**config.mk**
```make
export PLATFORM = sky130hd
export DESIGN_NAME = msps_top
export DESIGN_NICKNAME = d
export VERILOG_FILES = /design/src/common/msps_pkg.sv /design/src/common/msps_cfg_if.sv /design/src/core/msps_scale.sv /design/src/core/msps_settle.sv /design/src/core/msps_top.sv
export SDC_FILE = /design/constraint.sdc
export NUM_CORES = 2
export LEC_CHECK = 0
export BUFFER_PORTS_ARGS = -buffer_cell sky130_fd_sc_hd__buf_4
export CAP_MARGIN = 25
export CORE_MARGIN = 1.5
export CORE_UTILIZATION = 45
export DETAILED_ROUTE_END_ITERATION = 12
export PLACE_DENSITY = 0.65
export SETUP_SLACK_MARGIN = 0.2
export SYNTH_ARGS = -nofsm -noshare
export SYNTH_HDL_FRONTEND = slang
export SYNTH_SLANG_ARGS = --single-unit
```
**constraint.sdc**
```tcl
create_clock -name CLK_I -period 19.8 [get_ports CLK_I]
set_input_delay 3.96 -clock CLK_I [delete_from_list [all_inputs] [get_ports CLK_I]]
set_output_delay 3.96 -clock CLK_I [all_outputs]
set_load 0.02 [all_outputs]
```
**src/common/msps_pkg.sv**
```systemverilog
// Purpose: shared constants for the measurement scaling / parallel status block
// Assumes: 250 MHz clock, 32-bit AHB-Lite register slave
// Notes:   byte offsets are word aligned
package msps_pkg;
    // -----------------------------------------------------------------
    // register offsets
    // -----------------------------------------------------------------
    localparam logic [7:0] OFS_CTRL    = 8'h00;
    localparam logic [7:0] OFS_FACTOR  = 8'h04;
    localparam logic [7:0] OFS_DIVIDER = 8'h08;
    localparam logic [7:0] OFS_ADD     = 8'h0C;
    localparam logic [7:0] OFS_RAW     = 8'h10;
    localparam logic [7:0] OFS_UPDATE  = 8'h14;
    localparam logic [7:0] OFS_RESULT  = 8'h18;
    localparam logic [7:0] OFS_STATUS  = 8'h1C;
    localparam logic [7:0] OFS_RETAIN  = 8'h20;
    // -----------------------------------------------------------------
    // control fields
    // -----------------------------------------------------------------
    localparam int CTRL_MODE_LSB = 0;   // 3 bits
    localparam int CTRL_SIG_LSB  = 4;   // 3 bits
    localparam int CTRL_DIR_BIT  = 8;
    localparam int CTRL_LIN_LSB  = 9;   // 2 bits
    localparam int CTRL_RET_BIT  = 12;
    localparam int CTRL_PIN_LSB  = 16;  // 2 bits
    localparam int CTRL_EPOL_BIT = 18;
    localparam int CTRL_SPOL_BIT = 19;
    localparam int CTRL_DFLT_BIT = 31;
    // -----------------------------------------------------------------
    // reset / default values
    // -----------------------------------------------------------------
    localparam logic [31:0] FACTOR_DFLT  = 32'h0000_0001;
    localparam logic [31:0] DIVIDER_DFLT = 32'h0000_0001;
    localparam logic [31:0] ADD_DFLT     = 32'h0000_0000;
    localparam logic [31:0] UPDATE_DFLT  = 32'h0000_0C00;
    localparam logic [31:0] FACTOR_MAX   = 32'h05F5_E0FF;  // 99999999
    localparam logic [31:0] DIVADD_MAX   = 32'h0098_967F;  // 9999999
    localparam int          OUT_BITS     = 25;
    localparam int          BAUD         = 115200;
    localparam int          CLK_HZ       = 250_000_000;
    localparam int          BAUD_DIV     = CLK_HZ / BAUD;
    // -----------------------------------------------------------------
    // enumerations
    // -----------------------------------------------------------------
    typedef enum logic [2:0] {
        MODE_NONE  = 3'h0,
        MODE_FREQ  = 3'h1,
        MODE_COUNT = 3'h2,
        MODE_SSI   = 3'h3,
        MODE_STST  = 3'h4
    } msps_mode_t;
    typedef enum logic [1:0] {
        PIN_DATA   = 2'h0,
        PIN_ERR    = 2'h1,
        PIN_STABLE = 2'h2,
        PIN_BOTH   = 2'h3
    } msps_pin_t;
    typedef enum logic [1:0] {
        LIN_OFF = 2'h0,
        LIN_Q1  = 2'h1,
        LIN_Q4  = 2'h2
    } msps_lin_t;
endpackage : msps_pkg

```
**src/common/msps_cfg_if.sv**
```systemverilog
// Purpose: configuration carrier between register slave and datapath
// Assumes: single clock domain
// Notes:   fields are levels held by the slave, except raw_stb, a one-cycle strobe
`timescale 1ns/1ps
interface msps_cfg_if;
    logic [2:0]  mode;
    logic [2:0]  sig_type;
    logic        reverse;
    logic [1:0]  lin;
    logic        retain;
    logic [31:0] factor;
    logic [31:0] divider;
    logic [31:0] addend;
    logic [31:0] raw;
    logic        raw_stb;
    modport regs (output mode, sig_type, reverse, lin, retain, factor, divider, addend,
                  raw, raw_stb);
    modport core (input mode, sig_type, reverse, lin, retain, factor, divider, addend,
                  raw, raw_stb);
endinterface : msps_cfg_if

```
**src/core/msps_scale.sv**
```systemverilog
// Purpose: direction, multiply, divide and offset of one sample; curve setting changes nothing
// Assumes: raw sample arrives as a one-cycle strobe
// Notes:   divide is sequential, one quotient bit per cycle
`timescale 1ns/1ps
module msps_scale (
    input  wire logic        clk_i,
    input  wire logic        rst_n_i,
    msps_cfg_if.core         cfg,
    output logic [31:0]      result_o,
    output logic             valid_o,
    output logic             ovf_o
);
    typedef enum logic [1:0] {
        SC_IDLE = 2'h0,
        SC_DIV  = 2'h1,
        SC_DONE = 2'h2
    } msps_sc_t;

    msps_sc_t    st, next_st;
    logic [63:0] rem, next_rem;
    logic [63:0] quo, next_quo;
    logic [31:0] dvs, next_dvs;
    logic        neg, next_neg;
    logic [6:0]  cnt, next_cnt;
    logic [31:0] res, next_res;
    logic        vld, next_vld;
    logic        ovf, next_ovf;

    function automatic logic [63:0] abs64(input logic [63:0] v);
        abs64 = v[63] ? (~v + 64'h1) : v;
    endfunction

    logic [63:0] prod;
    logic [31:0] dir_raw;
    logic [63:0] shifted;
    logic signed [63:0] sq;
    logic signed [63:0] sum;
    always_comb begin
        dir_raw = cfg.reverse ? (~cfg.raw + 32'h1) : cfg.raw;
        prod    = 64'($signed(dir_raw) * $signed(cfg.factor));
        shifted = {rem[62:0], quo[63]};
        sq      = neg ? -$signed(quo) : $signed(quo);
        sum     = sq + 64'($signed(cfg.addend));
        next_st  = st;
        next_rem = rem;
        next_quo = quo;
        next_dvs = dvs;
        next_neg = neg;
        next_cnt = cnt;
        next_res = res;
        next_vld = 1'b0;
        next_ovf = ovf;
        case (st)
            SC_IDLE: begin
                if (cfg.raw_stb) begin
                    next_rem = 64'h0;
                    next_quo = abs64(prod);
                    next_dvs = cfg.divider[31] ? (~cfg.divider + 32'h1) : cfg.divider;
                    next_neg = prod[63] ^ cfg.divider[31];
                    next_cnt = 7'h0;
                    next_st  = SC_DIV;
                end
            end
            SC_DIV: begin
                // zero divisor leaves the quotient at all ones and flags overflow
                next_quo = {quo[62:0], 1'b0};
                if (shifted >= {32'h0, dvs}) begin
                    next_rem    = shifted - {32'h0, dvs};
                    next_quo[0] = 1'b1;
                end else begin
                    next_rem = shifted;
                end
                next_cnt = cnt + 7'h1;
                if (cnt == 7'h3F) begin
                    next_st = SC_DONE;
                end
            end
            SC_DONE: begin
                next_res = sum[31:0];
                // curve correction: quadrant 1 on a negative sum loads the same sum[31:0], folding nothing
                if (cfg.lin == msps_pkg::LIN_Q1 && sum[63]) begin
                    next_res = sum[31:0];
                end
                next_ovf = (dvs == 32'h0) || (sum[63:31] != {33{sum[63]}});
                if (cfg.mode == msps_pkg::MODE_NONE) begin
                    next_res = 32'h0;
                    next_ovf = 1'b0;
                end
                next_vld = 1'b1;
                next_st  = SC_IDLE;
            end
            default: begin
                next_st = SC_IDLE;
            end
        endcase
    end

    always_ff @(posedge clk_i or negedge rst_n_i) begin
        if (!rst_n_i) begin
            st  <= SC_IDLE;
            rem <= 64'h0;
            quo <= 64'h0;
            dvs <= 32'h0;
            neg <= 1'b0;
            cnt <= 7'h0;
            res <= 32'h0;
            vld <= 1'b0;
            ovf <= 1'b0;
        end else begin
            st  <= next_st;
            rem <= next_rem;
            quo <= next_quo;
            dvs <= next_dvs;
            neg <= next_neg;
            cnt <= next_cnt;
            res <= next_res;
            vld <= next_vld;
            ovf <= next_ovf;
        end
    end

    assign result_o = res;
    assign valid_o  = vld;
    assign ovf_o    = ovf;
endmodule : msps_scale

```
**src/core/msps_settle.sv**
```systemverilog
// Purpose: refresh pacing of the parallel word and the data-settled window
// Assumes: period counted in clock cycles, at least 3
// Notes:   word changes only in the first third, settled in the last two
`timescale 1ns/1ps
module msps_settle (
    input  wire logic        clk_i,
    input  wire logic        rst_n_i,
    input  wire logic [31:0] period_i,
    output logic             load_o,
    output logic             settled_o
);
    logic [31:0] cnt, next_cnt;
    logic        load, next_load;
    logic        settled, next_settled;
    logic [31:0] third;

    always_comb begin
        third        = period_i / 32'h3;
        next_cnt     = cnt + 32'h1;
        next_load    = 1'b0;
        next_settled = settled;
        if (cnt + 32'h1 >= period_i) begin
            next_cnt     = 32'h0;
            next_settled = 1'b0;
        end
        if (cnt == 32'h0) begin
            next_load = 1'b1;
        end
        // settled rises just after one third; stays until period end, period - third - 1 cycles
        if (cnt == third) begin
            next_settled = 1'b1;
        end
    end

    always_ff @(posedge clk_i or negedge rst_n_i) begin
        if (!rst_n_i) begin
            cnt     <= 32'h0;
            load    <= 1'b0;
            settled <= 1'b0;
        end else begin
            cnt     <= next_cnt;
            load    <= next_load;
            settled <= next_settled;
        end
    end

    assign load_o    = load;
    assign settled_o = settled;
endmodule : msps_settle

```
**src/core/msps_top.sv**
```systemverilog
// Purpose: measurement scaling and parallel status output with AHB-Lite registers
// Assumes: raw samples written by software or an engine into the raw register
// Notes:   zero wait state slave, always OKAY
//
// Behaviour
// error flag on bit 25, or bit 24 when settled flag also used
// error flag active low by default, high when polarity inverted
// settled flag active only while the parallel word is stable
// trailing edge of settled still sees stable data for remote latch
// each settled period lasts at least one third of refresh period
// active high setting inverts settled waveform, same timing
// serial link fixed 115200 baud 8N1, not user changeable
// mode codes 0..4; code 0 forces outputs and results to zero; code zeroes word and result, flag pins still follow pin select
// input signal type codes 0..4, used only in frequency and counter
// direction 0 keeps sense, 1 reverses it
// multiply by signed factor within +-99999999, default 1
// divide by signed divisor within +-9999999, default 1
// add signed offset within +-9999999, default 0
// curve correction off, first quadrant, or all four quadrants; code applies no correction in any setting
// retention keeps count across power loss in counter mode only
// writing 1 to defaults reload restores all parameters
// parallel output is 25 push-pull bits
// factory reset input must be held high one second by outside
// order is multiply, divide, then add offset
// parallel word changes only while settled flag inactive
`timescale 1ns/1ps
module msps_top (
    input  wire logic        CLK_I,
    input  wire logic        RSTN_I,
    input  wire logic        HSEL_I,
    input  wire logic [31:0] HADDR_I,
    input  wire logic [1:0]  HTRANS_I,
    input  wire logic        HWRITE_I,
    input  wire logic [2:0]  HSIZE_I,
    input  wire logic [31:0] HWDATA_I,
    input  wire logic        HREADY_I,
    output logic [31:0]      HRDATA_O,
    output logic             HREADYOUT_O,
    output logic             HRESP_O,
    output logic [24:0]      PAR_OUT_O,
    output logic             BIT25_O,
    output logic             SIG_SEL_DIFF_O
);
    // -----------------------------------------------------------------
    // reset release
    // -----------------------------------------------------------------
    logic [1:0] rst_sync;
    logic       rst_n;
    always_ff @(posedge CLK_I or negedge RSTN_I) begin
        if (!RSTN_I) begin
            rst_sync <= 2'h0;
        end else begin
            rst_sync <= {rst_sync[0], 1'b1};
        end
    end
    assign rst_n = rst_sync[1];

    // -----------------------------------------------------------------
    // registers
    // -----------------------------------------------------------------
    logic [31:0] ctrl, next_ctrl;
    logic [31:0] factor, next_factor;
    logic [31:0] divider, next_divider;
    logic [31:0] addend, next_addend;
    logic [31:0] raw, next_raw;
    logic        raw_stb, next_raw_stb;
    logic [31:0] upd, next_upd;
    logic [31:0] retained, next_retained;
    logic        wr_pend, next_wr_pend;
    logic [7:0]  wr_addr, next_wr_addr;
    logic [31:0] rdata, next_rdata;

    logic [31:0] result;
    logic        res_vld;
    logic        ovf;
    logic        load;
    logic        settled;

    msps_cfg_if cfg_bus ();

    function automatic logic [31:0] clamp(input logic [31:0] v, input logic [31:0] lim);
        logic [31:0] nlim;
        nlim = ~lim + 32'h1;
        if (!v[31] && v > lim) begin
            clamp = lim;
        end else if (v[31] && $signed(v) < $signed(nlim)) begin
            clamp = nlim;
        end else begin
            clamp = v;
        end
    endfunction

    logic        acc;
    logic [2:0]  mode;
    logic [1:0]  pin;
    always_comb begin
        acc  = HSEL_I && HREADY_I && HTRANS_I[1];
        mode = ctrl[msps_pkg::CTRL_MODE_LSB +: 3];
        pin  = ctrl[msps_pkg::CTRL_PIN_LSB +: 2];
    end

    always_comb begin
        next_ctrl     = ctrl;
        next_factor   = factor;
        next_divider  = divider;
        next_addend   = addend;
        next_raw      = raw;
        next_raw_stb  = 1'b0;
        next_upd      = upd;
        next_retained = retained;
        next_wr_pend  = acc && HWRITE_I;
        next_wr_addr  = HADDR_I[7:0];
        next_rdata    = rdata;
        if (wr_pend) begin
            case (wr_addr)
                msps_pkg::OFS_CTRL: begin
                    if (HWDATA_I[msps_pkg::CTRL_DFLT_BIT]) begin
                        next_ctrl    = 32'h0;
                        next_factor  = msps_pkg::FACTOR_DFLT;
                        next_divider = msps_pkg::DIVIDER_DFLT;
                        next_addend  = msps_pkg::ADD_DFLT;
                        next_upd     = msps_pkg::UPDATE_DFLT;
                    end else begin
                        next_ctrl = {1'b0, HWDATA_I[30:0]};
                    end
                end
                msps_pkg::OFS_FACTOR: begin
                    next_factor = clamp(HWDATA_I, msps_pkg::FACTOR_MAX);
                end
                msps_pkg::OFS_DIVIDER: begin
                    next_divider = clamp(HWDATA_I, msps_pkg::DIVADD_MAX);
                end
                msps_pkg::OFS_ADD: begin
                    next_addend = clamp(HWDATA_I, msps_pkg::DIVADD_MAX);
                end
                msps_pkg::OFS_RAW: begin
                    next_raw     = HWDATA_I;
                    next_raw_stb = 1'b1;
                end
                msps_pkg::OFS_UPDATE: begin
                    next_upd = (HWDATA_I < 32'h3) ? 32'h3 : HWDATA_I;
                end
                default: begin
                end
            endcase
        end
        // retention copy tracks the count only when enabled in counter mode
        if (res_vld && ctrl[msps_pkg::CTRL_RET_BIT]
                && mode == msps_pkg::MODE_COUNT) begin
            next_retained = result;
        end else if (!ctrl[msps_pkg::CTRL_RET_BIT]) begin
            next_retained = 32'h0;
        end
        if (acc && !HWRITE_I) begin
            case (HADDR_I[7:0])
                msps_pkg::OFS_CTRL:    next_rdata = ctrl;
                msps_pkg::OFS_FACTOR:  next_rdata = factor;
                msps_pkg::OFS_DIVIDER: next_rdata = divider;
                msps_pkg::OFS_ADD:     next_rdata = addend;
                msps_pkg::OFS_RAW:     next_rdata = raw;
                msps_pkg::OFS_UPDATE:  next_rdata = upd;
                msps_pkg::OFS_RESULT:  next_rdata = result;
                msps_pkg::OFS_STATUS:  next_rdata = {30'h0, settled, ovf};
                msps_pkg::OFS_RETAIN:  next_rdata = retained;
                default:               next_rdata = 32'h0;
            endcase
        end
    end

    always_ff @(posedge CLK_I or negedge rst_n) begin
        if (!rst_n) begin
            ctrl     <= 32'h0;
            factor   <= msps_pkg::FACTOR_DFLT;
            divider  <= msps_pkg::DIVIDER_DFLT;
            addend   <= msps_pkg::ADD_DFLT;
            raw      <= 32'h0;
            raw_stb  <= 1'b0;
            upd      <= msps_pkg::UPDATE_DFLT;
            retained <= 32'h0;
            wr_pend  <= 1'b0;
            wr_addr  <= 8'h0;
            rdata    <= 32'h0;
        end else begin
            ctrl     <= next_ctrl;
            factor   <= next_factor;
            divider  <= next_divider;
            addend   <= next_addend;
            raw      <= next_raw;
            raw_stb  <= next_raw_stb;
            upd      <= next_upd;
            retained <= next_retained;
            wr_pend  <= next_wr_pend;
            wr_addr  <= next_wr_addr;
            rdata    <= next_rdata;
        end
    end

    assign HRDATA_O    = rdata;
    assign HREADYOUT_O = 1'b1;
    assign HRESP_O     = 1'b0;

    assign cfg_bus.mode     = mode;
    assign cfg_bus.sig_type = ctrl[msps_pkg::CTRL_SIG_LSB +: 3];
    assign cfg_bus.reverse  = ctrl[msps_pkg::CTRL_DIR_BIT];
    assign cfg_bus.lin      = ctrl[msps_pkg::CTRL_LIN_LSB +: 2];
    assign cfg_bus.retain   = ctrl[msps_pkg::CTRL_RET_BIT];
    assign cfg_bus.factor   = factor;
    assign cfg_bus.divider  = divider;
    assign cfg_bus.addend   = addend;
    assign cfg_bus.raw      = raw;
    assign cfg_bus.raw_stb  = raw_stb;

    msps_scale u_scale (
        .clk_i    (CLK_I),
        .rst_n_i  (rst_n),
        .cfg      (cfg_bus),
        .result_o (result),
        .valid_o  (res_vld),
        .ovf_o    (ovf)
    );

    msps_settle u_settle (
        .clk_i     (CLK_I),
        .rst_n_i   (rst_n),
        .period_i  (upd),
        .load_o    (load),
        .settled_o (settled)
    );

    // -----------------------------------------------------------------
    // parallel output
    // -----------------------------------------------------------------
    logic [24:0] par, next_par;
    logic        b25, next_b25;
    logic        sig_diff, next_sig_diff;
    logic        err_lvl;
    logic        st_lvl;
    always_comb begin
        err_lvl = ovf ^ ~ctrl[msps_pkg::CTRL_EPOL_BIT];
        st_lvl  = settled ^ ~ctrl[msps_pkg::CTRL_SPOL_BIT];
        next_par = par;
        if (load) begin
            next_par = result[24:0];
        end
        if (mode == msps_pkg::MODE_NONE) begin
            next_par = 25'h0;
        end
        if (pin == msps_pkg::PIN_BOTH) begin
            next_par[24] = err_lvl;
        end
        case (pin)
            msps_pkg::PIN_ERR:    next_b25 = err_lvl;
            msps_pkg::PIN_STABLE: next_b25 = st_lvl;
            msps_pkg::PIN_BOTH:   next_b25 = st_lvl;
            default:              next_b25 = result[25];
        endcase
        if (mode == msps_pkg::MODE_NONE && pin == msps_pkg::PIN_DATA) begin
            next_b25 = 1'b0;
        end
        // signal type only steers the front end in frequency and counter modes
        next_sig_diff = (mode == msps_pkg::MODE_FREQ || mode == msps_pkg::MODE_COUNT)
                        && (cfg_bus.sig_type <= 3'h1);
    end

    always_ff @(posedge CLK_I or negedge rst_n) begin
        if (!rst_n) begin
            par      <= 25'h0;
            b25      <= 1'b0;
            sig_diff <= 1'b0;
        end else begin
            par      <= next_par;
            b25      <= next_b25;
            sig_diff <= next_sig_diff;
        end
    end

    assign PAR_OUT_O      = par;
    assign BIT25_O        = b25;
    assign SIG_SEL_DIFF_O = sig_diff;
endmodule : msps_top

```
==> impl_metrics.toml <==
[status]
status = "complete, but fails checks"
violations = "DRC"

[routing]
wl_um = 227000
firstDrtPassIters = 12
drt_iter0_drc = 5567
drt-met1-wl_um = 93800
wl_met3_um = 19960
detail_route.wl_per_cell_um = 22.00
vias = 59784
remaining_drc_errors = 2
detail-route-antenna-nets = 0
wl_met2_um = 104300
vias_per_cell = 5.796
routed.top_layer = "met5"

[layout]
n_fill_cell = 15051
multi_input_area_um2 = 52360
drive_gt1_share_pct = 6.190
regArea_um2 = 13300
final_cell_mix = "1438 x nand2_1, 1284 x inv_1, 1083 x fa_1"
nets = 9665
layout_commonest_cell = "nand2_1"
syn_to_final_growth_pct = 7.091

[sta]
setup_violations = 0
slew_headroom_pct = 22.54
rsz0062_at_grt = "no"
hold_viol_final = 0
period_needed_ns = 14.52
maxSlewViolCount = 0
fmax_mhz = 68.87
fin_crit_sh_pct = 73.33
worst_slew_pin_slew_ns = 1.162
clock_skew_ns = 0.06172
tns_ns = 0

[clock_tree]
clock_sinks = 531
ctsResizeCount = 0
hold_buffers = 0
numCtsBuffers = 60
clk_pin_slew_ns = 0.06
tritoncts = "done"
cts_setup_buffers = 0
clk_latency_ns = 0.69
root_buffer = "clkbuf_16"
cts_buffer_depth = 3
htreeDepth = 2

[critical_path]
startpoint_type = "register"
crit_cells = 44
path_max_fanout = 31
cp_data_required_time_ns = 20.27
critical_path.max_stage_delay_ns = 0.73
crit_type = "reg -> reg"
cp_slowest_cell = "or4b_2"
path_delay_family = "simple AND/OR/NAND/NOR gates"
r2r_end = "u_scale.quo[62]$_DFFE_PN0P_"
reg2reg_slack_ns = 5.28
crit_start = "cfg_bus.raw[7]$_DFFE_PN0P_"
timing.rr.start = "cfg_bus.raw[7]$_DFFE_PN0P_"
end_kind = "register"
cp_common_cell = "fa_1"
worst-path-buf-inv = 6
r2r_cells = 44
crit_arrival_ns = 14.99

[logic_synthesis]
yosys.area_share.simple_pct = 17.72
ys.flop_type = "dfrtp_1"
synth.area.mux_share_pct = 1.237
synth_top_family_by_area = "adder cells"
synth_compound_area_share_pct = 12.57
synth_edf_count = 0
async_flop_share_pct = 100.0
ys_warn_count = 0
yosysSeqAreaShare_pct = 18.43
synth_area_per_cell_um2 = 8.601
synth.distinct_cells = 107
yosys_register_bits = 531
synth_cells = 8387
synth_xor_area_share_pct = 4.928
synth_fa_ha_area_share_pct = 35.62
synthesis.area_um2 = 72130

[floorplan]
core_um2 = 158700
dieArea_um2 = 162700
row_count = 146
dieWidth_um = 403.4
start_util_pct = 45.44
ios = 135
fp.dieH_um = 403.4

[run]
drv_cap = 0

[global_routing]
grt_pass1_wl_um = 357100
grt_max_degree = 134
grt_pass1_vias = 61057
gr-usage-all-layers_pct = 28.21
grt_remaining_overflow = 0
antenna_found_initial = 4

[place]
dpl.hpwl_um = 172400
gp_congestion = 0.9513
io_buffers = 104

[hold_path]
hp-class = "reg -> async"
[worst register-to-register path, delay by kind of cell, from the launching register on]
| family | cells | cell delay (ns) |
|---|---|---|
| buffers and inverters | 6 | 0.76 |
| AOI/OAI and AO/OA | 10 | 2.60 |
| and+or+nand+nor | 17 | 5.76 |
| DFF | 1 | 0.53 |
| adders and majority gates | 9 | 4.41 |
| xor gates and xnor gates | 2 | 0.29 |
[sequential cells by signal, summed over array words and instances, names as in the netlist, 2 cells and up]
name and flops:
ctrl 31, u_scale.cnt 7, u_settle.cnt 32, cfg_bus.divider 32, cfg_bus.factor 32, u_scale.quo 64
u_scale.result_o 32, retained 32, addend 32, HRDATA_O 32, u_scale.st 2, u_scale.rem 63
cfg_bus.raw 32, wr_addr 8, u_scale.dvs 32, PAR_OUT_O 25, rst_sync 2, upd 32
[worst max-delay path by stage]
stage / to
2_1_floorplan: BIT25_O$_DFF_PN0_
3_3_place_gp: u_scale.quo[62]$_DFFE_PN0P_
3_5_place_dp: u_scale.quo[62]$_DFFE_PN0P_
4_1_cts: u_scale.quo[62]$_DFFE_PN0P_
5_1_grt: u_scale.quo[62]$_DFFE_PN0P_
6_report: u_scale.quo[62]$_DFFE_PN0P_
[metal layers]
metal  GRT usage (%)  vias to the layer above
met4           9.811                        2
met5               0                        -
li1                -                    26502
met2           45.60                     2569
met3           4.526                      410
met1           38.47                    30301
[metrics by stage]
step	instance area (um2)	cells	hold WS, ns	setup WS, ns	util (%)
2_1_floorplan	72140	8388	0.3312	3.911	-
3_5_place_dp	74910	10192	0.3517	5.357	47.19
6_report	77250	10315	0.1362	5.281	48.66
4_1_cts	77110	10305	0.3655	5.269	48.58
3_3_place_gp	74830	10187	0.3371	5.493	47.14
5_1_grt	77240	10311	0.1465	4.552	48.66
[cell usage after synthesis, types with 23 or more instances]
master | n | area [um2]
nand2b_1 | 52 | 325.3
dfrtp_1 | 527 | 13190
and3_1 | 34 | 212.7
nand2_1 | 1440 | 5405
nor2_1 | 356 | 1336
nand3b_1 | 40 | 300.3
mux2_2 | 33 | 371.6
o21a_1 | 28 | 210.2
a21o_1 | 81 | 608.1
nor4_1 | 57 | 356.6
o31ai_1 | 54 | 405.4
ha_1 | 319 | 3991
xor2_1 | 140 | 1226
buf_1 | 28 | 105.1
nand4_1 | 68 | 425.4
mux2i_1 | 52 | 520.5
a22o_1 | 45 | 394.1
a21oi_1 | 252 | 1261
nand3_1 | 160 | 800.8
a31oi_1 | 33 | 206.5
a211oi_1 | 24 | 180.2
xnor2_1 | 264 | 2312
o21ai_0 | 440 | 2202
or3_1 | 59 | 369.1
nor3_1 | 114 | 570.6
and2_1 | 204 | 1276
fa_1 | 1084 | 21700
a22oi_1 | 170 | 1276
o211ai_1 | 23 | 172.7
or4_1 | 31 | 232.7
or2_2 | 27 | 168.9
inv_1 | 1284 | 4820
clkbuf_1 | 443 | 1663
nor2b_1 | 76 | 475.5
[cell families after synthesis]
group | Yosys count
xor+xnor | 405
simple gates | 2779
compound gates | 1388
flops | 531
mux | 85
other cells | 2
fa+ha+maj | 1403
buf+inv | 1794
[layout make-up]
type / count / area share [%]
antenna: 4 / 0.01296
sequential: 531 / 17.22
clock inverter: 28 / 0.5961
multi-input combinational: 6063 / 67.79
timing repair buffer: 238 / 2.483
clock buffer: 85 / 2.260
inverter: 1294 / 6.288
tap: 2072 / 3.356
Power is not shown: default switching activity piles up to over one toggle a cycle in this logic, so the estimate is an artifact.
